[src/rtl/src_pkg.sv]
// package: constants, carrier types and codes for the small core control
`default_nettype none
package src_pkg;
    localparam int DW = 8;
    localparam int RF_N = 32;
    localparam int RF_AW = 5;
    localparam int IW = 16;
    localparam int IP_W = 9;
    localparam int IO_AW = 6;
    localparam int STK_N = 3;
    localparam int NUM_IRQ = 3;
    localparam int NUM_PIRQ = NUM_IRQ - 1;
    localparam int IRQ_IW = 2;
    localparam int PB_W = 8;
    localparam int PD_W = 7;
    // reset pulse width and the cycles it spans, rounded up
    localparam int RST_MIN_NS = 50;
    localparam int CLK_NS = 40;
    localparam int RST_MIN_CYC = (RST_MIN_NS + CLK_NS - 1) / CLK_NS;
    // program addresses
    localparam logic [IP_W-1:0] IP_RESET = 9'h000;
    localparam logic [IP_W-1:0] VEC_BASE = 9'h001;
    // opcodes in instruction bits 15..12
    localparam logic [3:0] OP_ALU_RR = 4'h0;
    localparam logic [3:0] OP_SUBI = 4'h1;
    localparam logic [3:0] OP_ANDI = 4'h2;
    localparam logic [3:0] OP_ORI = 4'h3;
    localparam logic [3:0] OP_LDI = 4'h4;
    localparam logic [3:0] OP_ALU_R = 4'h5;
    localparam logic [3:0] OP_IN = 4'h6;
    localparam logic [3:0] OP_OUT = 4'h7;
    localparam logic [3:0] OP_RJMP = 4'h8;
    localparam logic [3:0] OP_RCALL = 4'h9;
    localparam logic [3:0] OP_RET = 4'ha;
    localparam logic [3:0] OP_SLEEP = 4'hb;
    localparam logic [3:0] OP_GIE = 4'hd;
    // two-operand functions
    localparam logic [1:0] F2_ADD = 2'h0;
    localparam logic [1:0] F2_SUB = 2'h1;
    localparam logic [1:0] F2_AND = 2'h2;
    localparam logic [1:0] F2_OR = 2'h3;
    // single-operand functions
    localparam logic [2:0] F1_COM = 3'h0;
    localparam logic [2:0] F1_NEG = 3'h1;
    localparam logic [2:0] F1_INC = 3'h2;
    localparam logic [2:0] F1_DEC = 3'h3;
    localparam logic [2:0] F1_LSR = 3'h4;
    localparam logic [2:0] F1_SWAP = 3'h5;
    // internal i/o locations
    localparam logic [IO_AW-1:0] IO_STATUS = 6'h3f;
    localparam logic [IO_AW-1:0] IO_SLEEPCTL = 6'h35;
    localparam logic [IO_AW-1:0] IO_PB_DATA = 6'h18;
    localparam logic [IO_AW-1:0] IO_PB_DIR = 6'h17;
    localparam logic [IO_AW-1:0] IO_PB_PIN = 6'h16;
    localparam logic [IO_AW-1:0] IO_PD_DATA = 6'h12;
    localparam logic [IO_AW-1:0] IO_PD_DIR = 6'h11;
    localparam logic [IO_AW-1:0] IO_PD_PIN = 6'h10;
    // status and sleep control bits
    localparam int SR_I = 7;
    localparam int SR_N = 2;
    localparam int SR_Z = 1;
    localparam int SR_C = 0;
    localparam int SC_SE = 5;
    localparam int SC_SM = 4;

    typedef enum logic [1:0] {ST_RUN, ST_IOWAIT, ST_IDLE, ST_PDOWN} src_state_t;

    typedef struct packed {
        logic [IO_AW-1:0] addr;
        logic [DW-1:0] wdata;
        logic we;
        logic re;
    } src_iobus_t;

    typedef struct packed {
        logic [DW-1:0] res;
        logic c;
    } src_alu_t;
endpackage : src_pkg
`default_nettype wire

[src/rtl/src_core.sv]
// core control: register file, alu, fetch/execute, stack, sleep, interrupts
//
// How it works
// - thirty-two eight-bit working registers, any read or written each cycle
// - two operands read, alu computes, result written back in one cycle
// - alu works register-register, register-immediate and on one register
// - program memory and data/io use separate storage and separate buses
// - next instruction is prefetched while the current one executes
// - every instruction is one sixteen-bit word at one program address
// - relative jump and call reach all 512 program addresses
// - call and interrupt push return address onto three-entry hardware stack
// - i/o space has 64 locations for peripheral registers
// - interrupt control lives in i/o space; status i-bit gates all
// - each interrupt source branches to its own vector near address zero
// - of several pending interrupts the lowest vector is served first
// - idle stops execution while registers and interrupt logic keep running
// - power-down keeps registers, stops oscillator until external interrupt or reset
// - a low reset level resets the device even without a running clock
// - while reset is low all port pins are high impedance
`timescale 1ns/10ps
`default_nettype none
module src_core
    import src_pkg::*;
(
    input wire logic CLOCK,
    input wire logic RESET_N,
    output logic [IP_W-1:0] PMEM_ADDR,
    input wire logic [IW-1:0] PMEM_DATA,
    output var src_iobus_t IO_BUS,
    input wire logic [DW-1:0] IO_RDATA,
    input wire logic [NUM_PIRQ-1:0] IRQ_REQ,
    output logic [NUM_IRQ-1:0] IRQ_ACK,
    input wire logic EXT_INT_N,
    output logic OSC_STOP,
    output logic SLEEPING,
    input wire logic [PB_W-1:0] PB_IN,
    output logic [PB_W-1:0] PB_OUT,
    output logic [PB_W-1:0] PB_OE,
    input wire logic [PD_W-1:0] PD_IN,
    output logic [PD_W-1:0] PD_OUT,
    output logic [PD_W-1:0] PD_OE
);
    function automatic src_alu_t alu2(input logic [1:0] f,
                                      input logic [DW-1:0] a,
                                      input logic [DW-1:0] b);
        src_alu_t r;
        logic [DW:0] s;
        s = '0;
        case (f)
            F2_ADD: s = {1'b0, a} + {1'b0, b};
            F2_SUB: s = {1'b0, a} - {1'b0, b};
            F2_AND: s = {1'b0, a & b};
            F2_OR: s = {1'b0, a | b};
        endcase
        r.res = s[DW-1:0];
        r.c = s[DW];
        return r;
    endfunction : alu2
    function automatic src_alu_t alu1(input logic [2:0] f,
                                      input logic [DW-1:0] a);
        src_alu_t r;
        r.res = a;
        r.c = 1'b0;
        unique case (f)
            F1_COM: r = '{res: ~a, c: 1'b1};
            F1_NEG: r = '{res: DW'(8'h00 - a), c: |a};
            F1_INC: r = '{res: DW'(a + 8'h01), c: &a};
            F1_DEC: r = '{res: DW'(a - 8'h01), c: ~|a};
            F1_LSR: r = '{res: a >> 1, c: a[0]};
            F1_SWAP: r = '{res: {a[3:0], a[7:4]}, c: 1'b0};
            default: r = '{res: a, c: 1'b0};
        endcase
        return r;
    endfunction : alu1
    // lowest set request wins, so a smaller vector means higher priority
    function automatic logic [IRQ_IW-1:0] first_set(
            input logic [NUM_IRQ-1:0] p);
        logic [IRQ_IW-1:0] k;
        k = '0;
        for (int i = NUM_IRQ - 1; i >= 0; i--) begin
            if (p[i]) begin
                k = IRQ_IW'(i);
            end
        end
        return k;
    endfunction : first_set
    function automatic logic io_internal(input logic [IO_AW-1:0] a);
        return a == IO_STATUS || a == IO_SLEEPCTL || a == IO_PB_DATA ||
               a == IO_PB_DIR || a == IO_PB_PIN || a == IO_PD_DATA ||
               a == IO_PD_DIR || a == IO_PD_PIN;
    endfunction : io_internal
    logic [DW-1:0] rf_q [RF_N];
    logic [IP_W-1:0] stk_q [STK_N];
    logic [1:0] stk_cnt_q;
    logic [IP_W-1:0] ip_q, ir_addr_q;
    logic [IW-1:0] ir_q;
    logic ir_v_q;
    src_state_t state_q, state_d;
    logic [DW-1:0] sreg_q, sreg_d, sleepctl_q;
    logic [PB_W-1:0] pb_data_q, pb_dir_q, pb_s1_q, pb_s2_q;
    logic [PD_W-1:0] pd_data_q, pd_dir_q, pd_s1_q, pd_s2_q;
    logic ext_s1_q, ext_s2_q;
    src_iobus_t io_q;
    logic [NUM_IRQ-1:0] ack_q;
    logic osc_stop_q, sleeping_q;
    // decode fields
    wire [3:0] opc = ir_q[15:12];
    wire [RF_AW-1:0] rr_d = ir_q[9:5];
    wire [RF_AW-1:0] rr_r = ir_q[4:0];
    wire [RF_AW-1:0] imm_d = {1'b1, ir_q[11:8]};
    wire [DW-1:0] imm_k = ir_q[7:0];
    wire [IO_AW-1:0] io_a = ir_q[10:5];
    wire [IP_W-1:0] rel_k = ir_q[8:0];
    // interrupts: external pin is source 0, peripherals follow
    wire ext_req = ~ext_s2_q;
    wire [NUM_IRQ-1:0] irq_pend = {IRQ_REQ, ext_req};
    wire [IRQ_IW-1:0] irq_idx = first_set(irq_pend);
    wire [IP_W-1:0] irq_vec = VEC_BASE + IP_W'(irq_idx);
    wire irq_take = state_q == ST_RUN && ir_v_q && sreg_q[SR_I] &&
                    |irq_pend;
    wire exec = state_q == ST_RUN && ir_v_q && !irq_take;
    wire is_rr = exec && opc == OP_ALU_RR;
    wire is_imm = exec && (opc == OP_SUBI || opc == OP_ANDI ||
                           opc == OP_ORI);
    wire is_ldi = exec && opc == OP_LDI;
    wire is_r1 = exec && opc == OP_ALU_R;
    wire is_in = exec && opc == OP_IN;
    wire is_out = exec && opc == OP_OUT;
    wire is_jmp = exec && opc == OP_RJMP;
    wire is_call = exec && opc == OP_RCALL;
    wire is_ret = exec && opc == OP_RET;
    wire is_sleep = exec && opc == OP_SLEEP && sleepctl_q[SC_SE];
    wire is_gie = exec && opc == OP_GIE;
    wire in_ext = is_in && !io_internal(io_a);
    // only mapped addresses land on internal state; others go out
    wire out_int = is_out && io_internal(io_a);
    // alu paths share one operand read port pair
    wire [DW-1:0] op_a = is_imm ? rf_q[imm_d] : rf_q[rr_d];
    wire [DW-1:0] op_b = is_imm ? imm_k : rf_q[rr_r];
    wire [1:0] f2 = is_imm ? opc[1:0] : ir_q[11:10];
    wire src_alu_t r2 = alu2(f2, op_a, op_b);
    wire src_alu_t r1 = alu1(ir_q[7:5], rf_q[rr_r]);
    wire src_alu_t alu_r = is_r1 ? r1 : r2;
    // internal i/o read selection
    wire [DW-1:0] io_rd_int =
        io_a == IO_STATUS ? sreg_q :
        io_a == IO_SLEEPCTL ? sleepctl_q :
        io_a == IO_PB_DATA ? pb_data_q :
        io_a == IO_PB_DIR ? pb_dir_q :
        io_a == IO_PB_PIN ? pb_s2_q :
        io_a == IO_PD_DATA ? DW'(pd_data_q) :
        io_a == IO_PD_DIR ? DW'(pd_dir_q) : DW'(pd_s2_q);
    // register file write-back selection
    wire wb_en = is_rr || is_imm || is_ldi || is_r1 ||
                 (is_in && !in_ext) || state_q == ST_IOWAIT;
    wire [RF_AW-1:0] wb_addr = is_imm || is_ldi ? imm_d :
                               is_rr ? rr_d : rr_r;
    wire [DW-1:0] wb_data = state_q == ST_IOWAIT ? IO_RDATA :
                            is_in ? io_rd_int :
                            is_ldi ? imm_k : alu_r.res;
    wire flag_we = is_rr || is_imm || is_r1;
    // program flow
    wire [IP_W-1:0] rel_tgt = IP_W'(ir_addr_q + 9'h001 + rel_k);
    wire flush = irq_take || is_jmp || is_call || is_ret;
    wire fetch_en = (state_q == ST_RUN && !in_ext && !is_sleep) ||
                    state_q == ST_IOWAIT;
    wire [IP_W-1:0] ip_d = irq_take ? irq_vec :
                           is_jmp || is_call ? rel_tgt :
                           is_ret ? stk_q[0] :
                           fetch_en ? IP_W'(ip_q + 9'h001) : ip_q;
    wire push = is_call || irq_take;
    // an interrupt returns to the instruction it displaced
    wire [IP_W-1:0] push_val = is_call ? IP_W'(ir_addr_q + 9'h001) :
                               ir_addr_q;
    always_comb begin
        sreg_d = sreg_q;
        if (flag_we) begin
            sreg_d[SR_C] = alu_r.c;
            sreg_d[SR_Z] = alu_r.res == 8'h00;
            sreg_d[SR_N] = alu_r.res[DW-1];
        end
        if (out_int && io_a == IO_STATUS) begin
            sreg_d = rf_q[rr_r];
        end
        if (is_gie) begin
            sreg_d[SR_I] = ir_q[0];
        end
        if (is_ret && ir_q[0]) begin
            sreg_d[SR_I] = 1'b1;
        end
        if (irq_take) begin
            sreg_d[SR_I] = 1'b0;
        end
    end
    always_comb begin
        state_d = state_q;
        unique case (state_q)
            ST_RUN: begin
                if (in_ext) begin
                    state_d = ST_IOWAIT;
                end else if (is_sleep) begin
                    state_d = sleepctl_q[SC_SM] ? ST_PDOWN : ST_IDLE;
                end
            end
            ST_IOWAIT: state_d = ST_RUN;
            ST_IDLE: begin
                if (|irq_pend) begin
                    state_d = ST_RUN;
                end
            end
            ST_PDOWN: begin
                if (ext_req) begin
                    state_d = ST_RUN;
                end
            end
        endcase
    end
    // data storage has no reset; contents survive both sleep modes
    always_ff @(posedge CLOCK) begin
        if (wb_en) begin
            rf_q[wb_addr] <= wb_data;
        end
    end
    // a full stack drops its oldest entry instead of stalling
    always_ff @(posedge CLOCK or negedge RESET_N) begin
        if (!RESET_N) begin
            stk_q <= '{default: '0};
            stk_cnt_q <= '0;
        end else if (push) begin
            stk_q <= '{push_val, stk_q[0], stk_q[1]};
            stk_cnt_q <= stk_cnt_q == 2'(STK_N) ? stk_cnt_q :
                         2'(stk_cnt_q + 2'h1);
        end else if (is_ret) begin
            stk_q <= '{stk_q[1], stk_q[2], stk_q[2]};
            stk_cnt_q <= stk_cnt_q == 2'h0 ? stk_cnt_q :
                         2'(stk_cnt_q - 2'h1);
        end
    end
    always_ff @(posedge CLOCK or negedge RESET_N) begin
        if (!RESET_N) begin
            ip_q <= IP_RESET;
            ir_q <= '0;
            ir_addr_q <= IP_RESET;
            ir_v_q <= 1'b0;
            state_q <= ST_RUN;
        end else begin
            ip_q <= ip_d;
            state_q <= state_d;
            if (fetch_en) begin
                ir_q <= PMEM_DATA;
                ir_addr_q <= ip_q;
            end
            ir_v_q <= fetch_en && !flush;
        end
    end
    // reset is honoured without a clock, so pins float at once
    always_ff @(posedge CLOCK or negedge RESET_N) begin
        if (!RESET_N) begin
            sreg_q <= '0;
            sleepctl_q <= '0;
            pb_data_q <= '0;
            pb_dir_q <= '0;
            pd_data_q <= '0;
            pd_dir_q <= '0;
        end else begin
            sreg_q <= sreg_d;
            if (out_int && io_a == IO_SLEEPCTL) begin
                sleepctl_q <= rf_q[rr_r];
            end
            if (out_int && io_a == IO_PB_DATA) begin
                pb_data_q <= rf_q[rr_r];
            end
            if (out_int && io_a == IO_PB_DIR) begin
                pb_dir_q <= rf_q[rr_r];
            end
            if (out_int && io_a == IO_PD_DATA) begin
                pd_data_q <= rf_q[rr_r][PD_W-1:0];
            end
            if (out_int && io_a == IO_PD_DIR) begin
                pd_dir_q <= rf_q[rr_r][PD_W-1:0];
            end
        end
    end
    // pin synchronisers
    always_ff @(posedge CLOCK or negedge RESET_N) begin
        if (!RESET_N) begin
            pb_s1_q <= '0;
            pb_s2_q <= '0;
            pd_s1_q <= '0;
            pd_s2_q <= '0;
            ext_s1_q <= 1'b1;
            ext_s2_q <= 1'b1;
        end else begin
            pb_s1_q <= PB_IN;
            pb_s2_q <= pb_s1_q;
            pd_s1_q <= PD_IN;
            pd_s2_q <= pd_s1_q;
            ext_s1_q <= EXT_INT_N;
            ext_s2_q <= ext_s1_q;
        end
    end
    // external i/o strobes and status outputs, one cycle after execute
    always_ff @(posedge CLOCK or negedge RESET_N) begin
        if (!RESET_N) begin
            io_q <= '0;
            ack_q <= '0;
            osc_stop_q <= 1'b0;
            sleeping_q <= 1'b0;
        end else begin
            io_q.addr <= is_in || is_out ? io_a : io_q.addr;
            io_q.wdata <= is_out ? rf_q[rr_r] : io_q.wdata;
            io_q.we <= is_out && !out_int;
            io_q.re <= in_ext;
            ack_q <= irq_take ? NUM_IRQ'(1 << irq_idx) : '0;
            osc_stop_q <= state_d == ST_PDOWN;
            sleeping_q <= state_d == ST_IDLE || state_d == ST_PDOWN;
        end
    end
    assign PMEM_ADDR = ip_q;
    assign IO_BUS = io_q;
    assign IRQ_ACK = ack_q;
    assign OSC_STOP = osc_stop_q;
    assign SLEEPING = sleeping_q;
    assign PB_OUT = pb_data_q;
    assign PB_OE = pb_dir_q;
    assign PD_OUT = pd_data_q;
    assign PD_OE = pd_dir_q;
    a_rf_writeback: assert property (@(posedge CLOCK) disable iff (!RESET_N)
        wb_en |=> rf_q[$past(wb_addr)] == $past(wb_data))
        else $error("register write-back lost");
    a_ip_sequential: assert property (@(posedge CLOCK) disable iff (!RESET_N)
        exec && !flush && !in_ext && !is_sleep |=>
            ip_q == IP_W'($past(ip_q) + 9'h001) && ir_v_q)
        else $error("prefetch did not advance");
    a_fetch_word: assert property (@(posedge CLOCK) disable iff (!RESET_N)
        fetch_en |=> ir_addr_q == $past(ip_q) && ir_q == $past(PMEM_DATA))
        else $error("fetched word not latched");
    a_rel_target: assert property (@(posedge CLOCK) disable iff (!RESET_N)
        is_jmp |=> ip_q == IP_W'($past(ir_addr_q) + 9'h001 +
                                 $past(ir_q[8:0])))
        else $error("relative target wrong");
    a_stack_bound: assert property (@(posedge CLOCK) disable iff (!RESET_N)
        push |=> stk_q[0] == $past(push_val) && stk_cnt_q <= 2'(STK_N))
        else $error("stack push wrong");
    a_gie_gates: assert property (@(posedge CLOCK) disable iff (!RESET_N)
        irq_take |-> sreg_q[SR_I] ##1 !sreg_q[SR_I])
        else $error("interrupt taken while disabled");
    a_irq_priority: assert property (@(posedge CLOCK) disable iff (!RESET_N)
        irq_take && irq_pend[0] |=> ip_q == VEC_BASE && ack_q[0])
        else $error("lowest vector not served first");
    a_idle_frozen: assert property (@(posedge CLOCK) disable iff (!RESET_N)
        state_q == ST_IDLE && !(|irq_pend) |=>
            state_q == ST_IDLE && $stable(ip_q) && sleeping_q)
        else $error("idle did not hold execution");
    a_pdown_osc: assert property (@(posedge CLOCK) disable iff (!RESET_N)
        state_q == ST_PDOWN && !ext_req |-> osc_stop_q ##1 state_q == ST_PDOWN)
        else $error("power-down left without wake");
    a_pins_float: assert property (@(posedge CLOCK) disable iff (!RESET_N)
        $rose(RESET_N) |-> PB_OE == '0 && PD_OE == '0)
        else $error("pins driven out of reset");
    a_flush_prefetch: assert property (@(posedge CLOCK) disable iff (!RESET_N)
        flush |=> !ir_v_q ##1 ir_addr_q == $past(ip_q))
        else $error("prefetched word not discarded");

endmodule : src_core
`default_nettype wire

[config.mk]
export PLATFORM = sky130hd
export DESIGN_NAME = src_core
export DESIGN_NICKNAME = d
export VERILOG_FILES = /design/src/rtl/src_pkg.sv /design/src/rtl/src_core.sv
export SDC_FILE = /design/constraint.sdc
export NUM_CORES = 1
export LEC_CHECK = 0
export BUFFER_PORTS_ARGS = -buffer_cell sky130_fd_sc_hd__buf_4
export CAP_MARGIN = 20
export CORE_MARGIN = 2
export CORE_UTILIZATION = 40
export CTS_BUF_LIST = sky130_fd_sc_hd__clkbuf_4
export CTS_CLUSTER_DIAMETER = 50
export DETAILED_ROUTE_END_ITERATION = 8
export GPL_ROUTABILITY_DRIVEN = 0
export HOLD_SLACK_MARGIN = 0.08
export RECOVER_POWER = 25
export SLEW_MARGIN = 10
export SYNTH_ARGS = -nofsm -noshare
export SYNTH_HDL_FRONTEND = slang
export SYNTH_SLANG_ARGS = --single-unit
[constraint.sdc]
create_clock -name CLOCK -period 5.97 [get_ports CLOCK]
set_input_delay 0.8955 -clock CLOCK [delete_from_list [all_inputs] [get_ports CLOCK]]
set_output_delay 0.8955 -clock CLOCK [all_outputs]
set_load 0.005 [all_outputs]
Word-level counts from Yosys, hierarchy flattened
Memories as Yosys holds them, arrays and structs flattened.
Index checks and enable logic that the tools add are counted.
{"block": "totals", "register_bits": 163, "latch_bits": 0, "ramBits": 256, "mem_bits_ro": 0, "out_inout_bits": 60, "n_memories": 1}
{"block": "classes", "n_addsub": 9, "multipliers": 0, "div": 0, "n_lt_le_gt_ge": 0, "n_eq_ne": 33, "shift": 1, "muxes": 42, "bitwise": 4, "reduce_logical": 73}
{"name": "rf_q", "words": 32, "word_bits": 8, "read_ports": 3, "rd_clocked_by_memory_dff": 0, "write_ports": 1, "line_no": "src_core.sv:92", "rtl": "logic [DW-1:0] rf_q [RF_N];"}
{"op": "$mux W8", "n": 11}
{"op": "$mux W27", "n": 2}
{"op": "$mux W9", "n": 6}
{"op": "$pmux W9 S6", "n": 1}
{"op": "$eq A6 B5 Y1 const B", "n": 6}
{"op": "$pmux W9 S4", "n": 1}
{"op": "$logic_and A1 B1 Y1", "n": 30}
{"op": "$logic_or A1 B1 Y1", "n": 24}
{"op": "$eq A4 B4 Y1 const B", "n": 5}
{"op": "$add A9 B1 Y9 const B", "n": 2}
{"op": "$eq A4 B3 Y1 const B", "n": 4}
{"op": "$mux W2", "n": 8}
{"op": "$mux W7", "n": 2}
{"op": "$eq A2 B2 Y1 const B", "n": 6}
{"op": "$eq A6 B6 Y1 const B", "n": 2}
{"op": "$mux W5", "n": 2}
{"op": "$add A8 B8 Y9", "n": 1}
{"op": "$add A9 B9 Y9", "n": 1}
{"op": "$sub A8 B8 Y9", "n": 1}
{"op": "$add A8 B1 Y8 const B", "n": 1}
{"op": "$and A8 B8 Y8", "n": 1}
{"op": "$eq A4 B2 Y1 const B", "n": 2}
{"op": "$logic_not A8 Y1", "n": 1}
{"op": "$not A8 Y8", "n": 1}
{"op": "23 further kinds", "n": 41}

Longest topological paths before layout
{"block": "depth", "depth_word": 18, "ltp_mapped": 24, "mapped_depth_nobuf": 20}

Least setup slack after synthesis
Ideal clock, no wire load.
{"block": "synth_timing", "path_kind": "register -> register", "from": "register ir_q[6]", "to": "memory rf_q[0][6], data pin", "t_arrival_ns": 5.592, "slack_ns": -0.012, "stages_incl_launch_ff": 24, "n_path_buf": 5, "synth_period_minus_slack_ns": 5.982, "cell_sequence": "dfrtp_1 -> buf_2 -> buf_2 -> buf_2 -> buf_2 -> buf_1 -> mux4_2 -> mux4_2 -> mux2i_1 -> nor2_1 -> a21oi_1 -> ha_1 -> inv_1 -> fa_1 -> a21o_1 -> a21o_1 -> a21o_1 -> a21oi_1 -> xnor2_1 -> a32o_1 -> nor3_1 -> o21ai_1 -> mux2i_1 -> o221ai_1"}
{"block": "synth_between", "elab_chain_len": 10}
{"item": "start: declaration", "line_no": "src_core.sv:96", "rtl": "logic [IW-1:0] ir_q;"}
{"item": "start signal: assignment", "line_no": "src_core.sv:242", "rtl": "ir_q <= '0;"}
{"item": "start signal: assignment", "line_no": "src_core.sv:250", "rtl": "ir_q <= PMEM_DATA;"}
{"item": "branches (longest 8 deep; another with $sub A8 B8 Y9)"}
{"item": "$mux W8 *", "line_no": "src_core.sv:159", "rtl": "is_in ? io_rd_int :"}
{"item": "$mux W8 *", "line_no": "src_core.sv:158", "rtl": "wire [DW-1:0] wb_data = state_q == ST_IOWAIT ? IO_RDATA :"}
{"item": "net wb_data[6]", "line_no": "src_core.sv:158"}
{"item": "end: declaration", "line_no": "src_core.sv:92"}
Mark *: on every way through the listed nets, which the timed path passes.

Worst setup path in the final report
{"block": "layout_timing", "from": "register ir_q[0]", "to": "memory rf_q[22][7], data pin"}
{"block": "layout_between", "elab_chain_len": 8}
{"item": "$mem_v2 Z32 W8"}
{"item": "$mux W8", "line_no": "src_core.sv:139", "rtl": "wire [DW-1:0] op_b = is_imm ? imm_k : rf_q[rr_r];"}
{"item": "$sub A8 B8 Y9 (tied with other cells)", "line_no": "src_core.sv:51", "rtl": "F2_SUB: s = {1'b0, a} - {1'b0, b};"}
{"item": "$pmux W9 S4", "line_no": "src_core.sv:49", "rtl": "case (f)"}
{"item": "$mux W9 *", "line_no": "src_core.sv:143", "rtl": "wire src_alu_t alu_r = is_r1 ? r1 : r2;"}
{"item": "$mux W8 *", "line_no": "src_core.sv:160", "rtl": "is_ldi ? imm_k : alu_r.res;"}
{"item": "$mux W8 *", "line_no": "src_core.sv:159"}
{"item": "$mux W8 *", "line_no": "src_core.sv:158"}
{"item": "net wb_data[7]", "line_no": "src_core.sv:158"}
The timed path passes the listed nets; every way through them passes the cells marked *.

==> impl_metrics.ini <==
[outcome]
status = finished with violations
violations = capacitance limit, slew limit

[yosys]
postSynthAreaPerCell_um2 = 12.0
async_flop_share = 0.389
synth_top_area_cell = edfxtp_1
yosys_warnings = 0
synth_nets = 1992
ys_seq_area_frac = 0.513
synth_cell_types = 85
synth_area_leaders = edfxtp_1 (34%), dfrtp_1 (18%), mux4_2 (9.8%)
synth_edf_count = 256
syn_area_um2 = 22900
synth_top_area_frac = 0.335
postSynthCellCount = 1918
synth_ff_type = edfxtp_1
synth_seq_cells = 419

[place]
port_buffers = 103
post-place-ws_ns = 0.192
dpl.hpwl_um = 49900

[sta]
rsz0062_at_grt = no
whs_ns = 0.118
finalClockSkew_ns = 0.0806
max_freq_mhz = 183
fin_crit_sh = 0.913
setup_viol = 0
tightest_slew_ns = 3.51
timing.final.ws_setup_ns = 0.517
max_slew_margin = -1.34
period_needed_ns = 5.45
timing.setup.tns_ns = 0
finalHoldViolCount = 0
slew_viol_final = 69

[setup_path]
cp_data_arrival_time_ns = 6.08
worstSetupPathType = reg -> reg
required_ns = 6.59
crit_path_start_kind = flip-flop
critical_path.max_fanout = 32
regToRegSetupSlack_ns = 0.52
endpoint_kind = flip-flop

[floorplanning]
ios = 104
die_x_um = 243
initial_core_util = 0.406
die-height_um = 243
coreArea_um2 = 56500
dieArea_um2 = 59200
num_rows = 87

[final_layout]
layout.nets = 2186
drive_gt1_frac = 0.258
area_growth_pct = 15.1
final_cell_mix = edfxtp_1 (256), nand2_1 (194), clkbuf_4 (189)
mostFrequentLayoutCell = edfxtp_1
final_util = 0.467

[worst_hold_path]
hold_class = in -> async

[pwr]
clockPowerShare = 0.257
p_leak_nw = 10.4
sw_frac_of_total = 0.350
internal-power_w = 0.00641
sequentialPowerShare = 0.421
power_density_nw_per_um2 = 374
p_comb_frac = 0.322
ir_drop_mv = 0.208
switchingPower_w = 0.00345

[job]
cap_viol_max_count = 1

[detailed_routing]
wirelength_um = 73200
route.detailed.drc = 0
vias = 17600
routed_via_density = 5.97
final_antenna_net_count = 0
drt_iter0_markers = 1846
dr.pass1.iters = 8
wl_per_cell_um = 24.8

[grt]
antenna_found_initial = 1
grt_max_degree = 97
grt_pass1_vias = 17600
grt_pass1_wl_um = 110000
overflow = 0
track_usage = 0.247

[clock_network]
cts_tree = built
worstSkewPairLatency_ns = 0.91
h-tree-depth = 3
clkTransAtPathRegs_ns = 0.07
root_buffer = clkbuf_4
numCtsBuffers = 109
clk_path_buf_depth = 3
cts_sinks = 419
==> routing by layer <==
| metal | part of all wire | GRT usage | vias to the layer above |
|---|---|---|---|
| li1 | - | - | 7759 |
| met5 | 0 | 0 | - |
| met3 | 0.094 | 0.0527 | 229 |
| met4 | 0.050 | 0.129 | 0 |
| met2 | 0.46 | 0.385 | 954 |
| met1 | 0.40 | 0.323 | 8700 |
==> kinds of logic after synthesis <==
kind of cell / count (synthesis) / share of synthesized area
flip-flops: 419 / 0.513
adder cells (fa/ha/maj): 35 / 0.0198
multiplexers: 315 / 0.194
buffers and inverters: 160 / 0.0342
AO/OA/AOI/OAI: 405 / 0.115
AND/OR/NAND/NOR: 539 / 0.106
XOR/XNOR: 45 / 0.0172
==> cell type report <==
cell class | instances | area [um2]
Multi-Input combinational cell | 1339 | 10400
Antenna cell | 1 | 2.50
Clock buffer | 151 | 1130
Timing Repair Buffer | 215 | 1690
Tap cell | 756 | 946
Sequential cell | 419 | 11800
Fill cell | 5139 | 30100
Clock inverter | 46 | 280
Inverter | 28 | 105
==> synth_stat cells (15+ instances only) <==
library cell and number:
o21ai_0 85, edfxtp_1 256, ha_1 27, mux2i_1 174, nand3_1 41, dfrtp_1 161, xor2_1 21, xnor2_1 24
nor2_1 168, a21oi_1 98, o22ai_1 18, a22oi_1 56, nand2b_1 15, mux2_2 41, inv_1 27, nor3_1 33
buf_2 36, clkbuf_1 61, mux4_2 100, a211oi_1 30, a31oi_1 29, nand2_1 194
==> per-stage QoR <==
step / instance area [um2] / std cells / total power, W
5_1_grt: 26400 / 2955 / 0.0104
4_1_cts: 26400 / 2952 / 0.00987
3_5_place_dp: 24800 / 2741 / 0.00732
2_1_floorplan: 22900 / 1918 / 0.00619
6_report: 26400 / 2955 / 0.00986
3_3_place_gp: 24800 / 2741 / 0.00725
==> final timing paths <==
kind	startpoint	to	depth (start not counted)
max	ir_q[0]	rf_q[22][7]	22
min	RESET_N	stk_q[4]	1
max reg2reg	ir_q[0]	rf_q[22][7]	22
min reg2reg	pd_s1_q[0]	pd_s2_q[0]	0
max in group asynchronous	RESET_N	pb_s1_q[7]	2
min in group CLOCK	EXT_INT_N	ext_s1_q	1
==> power groups by stage <==
stage               Clock [W]  Sequential [W]  Combinational [W]
floorplan                   0         0.00410            0.00208
global route          0.00275         0.00419            0.00348
CTS                   0.00259         0.00415            0.00313
global placement            0         0.00420            0.00305
finish                0.00253         0.00415            0.00318
detailed placement          0         0.00421            0.00311
==> sequential cells by signal, summed over array words and instances, names as in the netlist, 2 cells and up <==
register and count:
pd_s1_q 7, stk_q 27, PB_OE 8, PD_OE 7
ir_addr_q 9, IRQ_ACK 3, pb_s1_q 8, ir_q 16
pd_s2_q 7, sreg_q 8, pb_s2_q 8, rf_q 256
state_q 2, PB_OUT 8, PD_OUT 7, PMEM_ADDR 9
IO_BUS 16, sleepctl_q 8
==> timing repair <==
item                       in CTS  in global routing
hold buffers                   14                  0
gates resized for setup         0                  1
hold endpoints to repair       14                  0
setup buffers                   0                  0
setup endpoints to repair       0                 11
==> worst max-delay path, stage by stage (launching register included) <==
cell and delay (ns):
dfrtp_2 0.50, buf_4 0.48, mux2i_1 0.14, a22oi_1 0.21
nand2_1 0.08, o21ai_0 0.44, nor2_2 0.13, a21oi_1 0.33
nand2_1 0.11, xor2_1 0.26, ha_1 0.28, nor2b_1 0.12
o21ai_0 0.25, a21oi_1 0.12, o21ai_0 0.22, nand2b_1 0.09
a21oi_1 0.18, xor2_1 0.08, and2_1 0.15, a211oi_1 0.16
a32oi_1 0.16, a221oi_2 0.32, buf_4 0.36
Power figures use the tool's default switching activity.
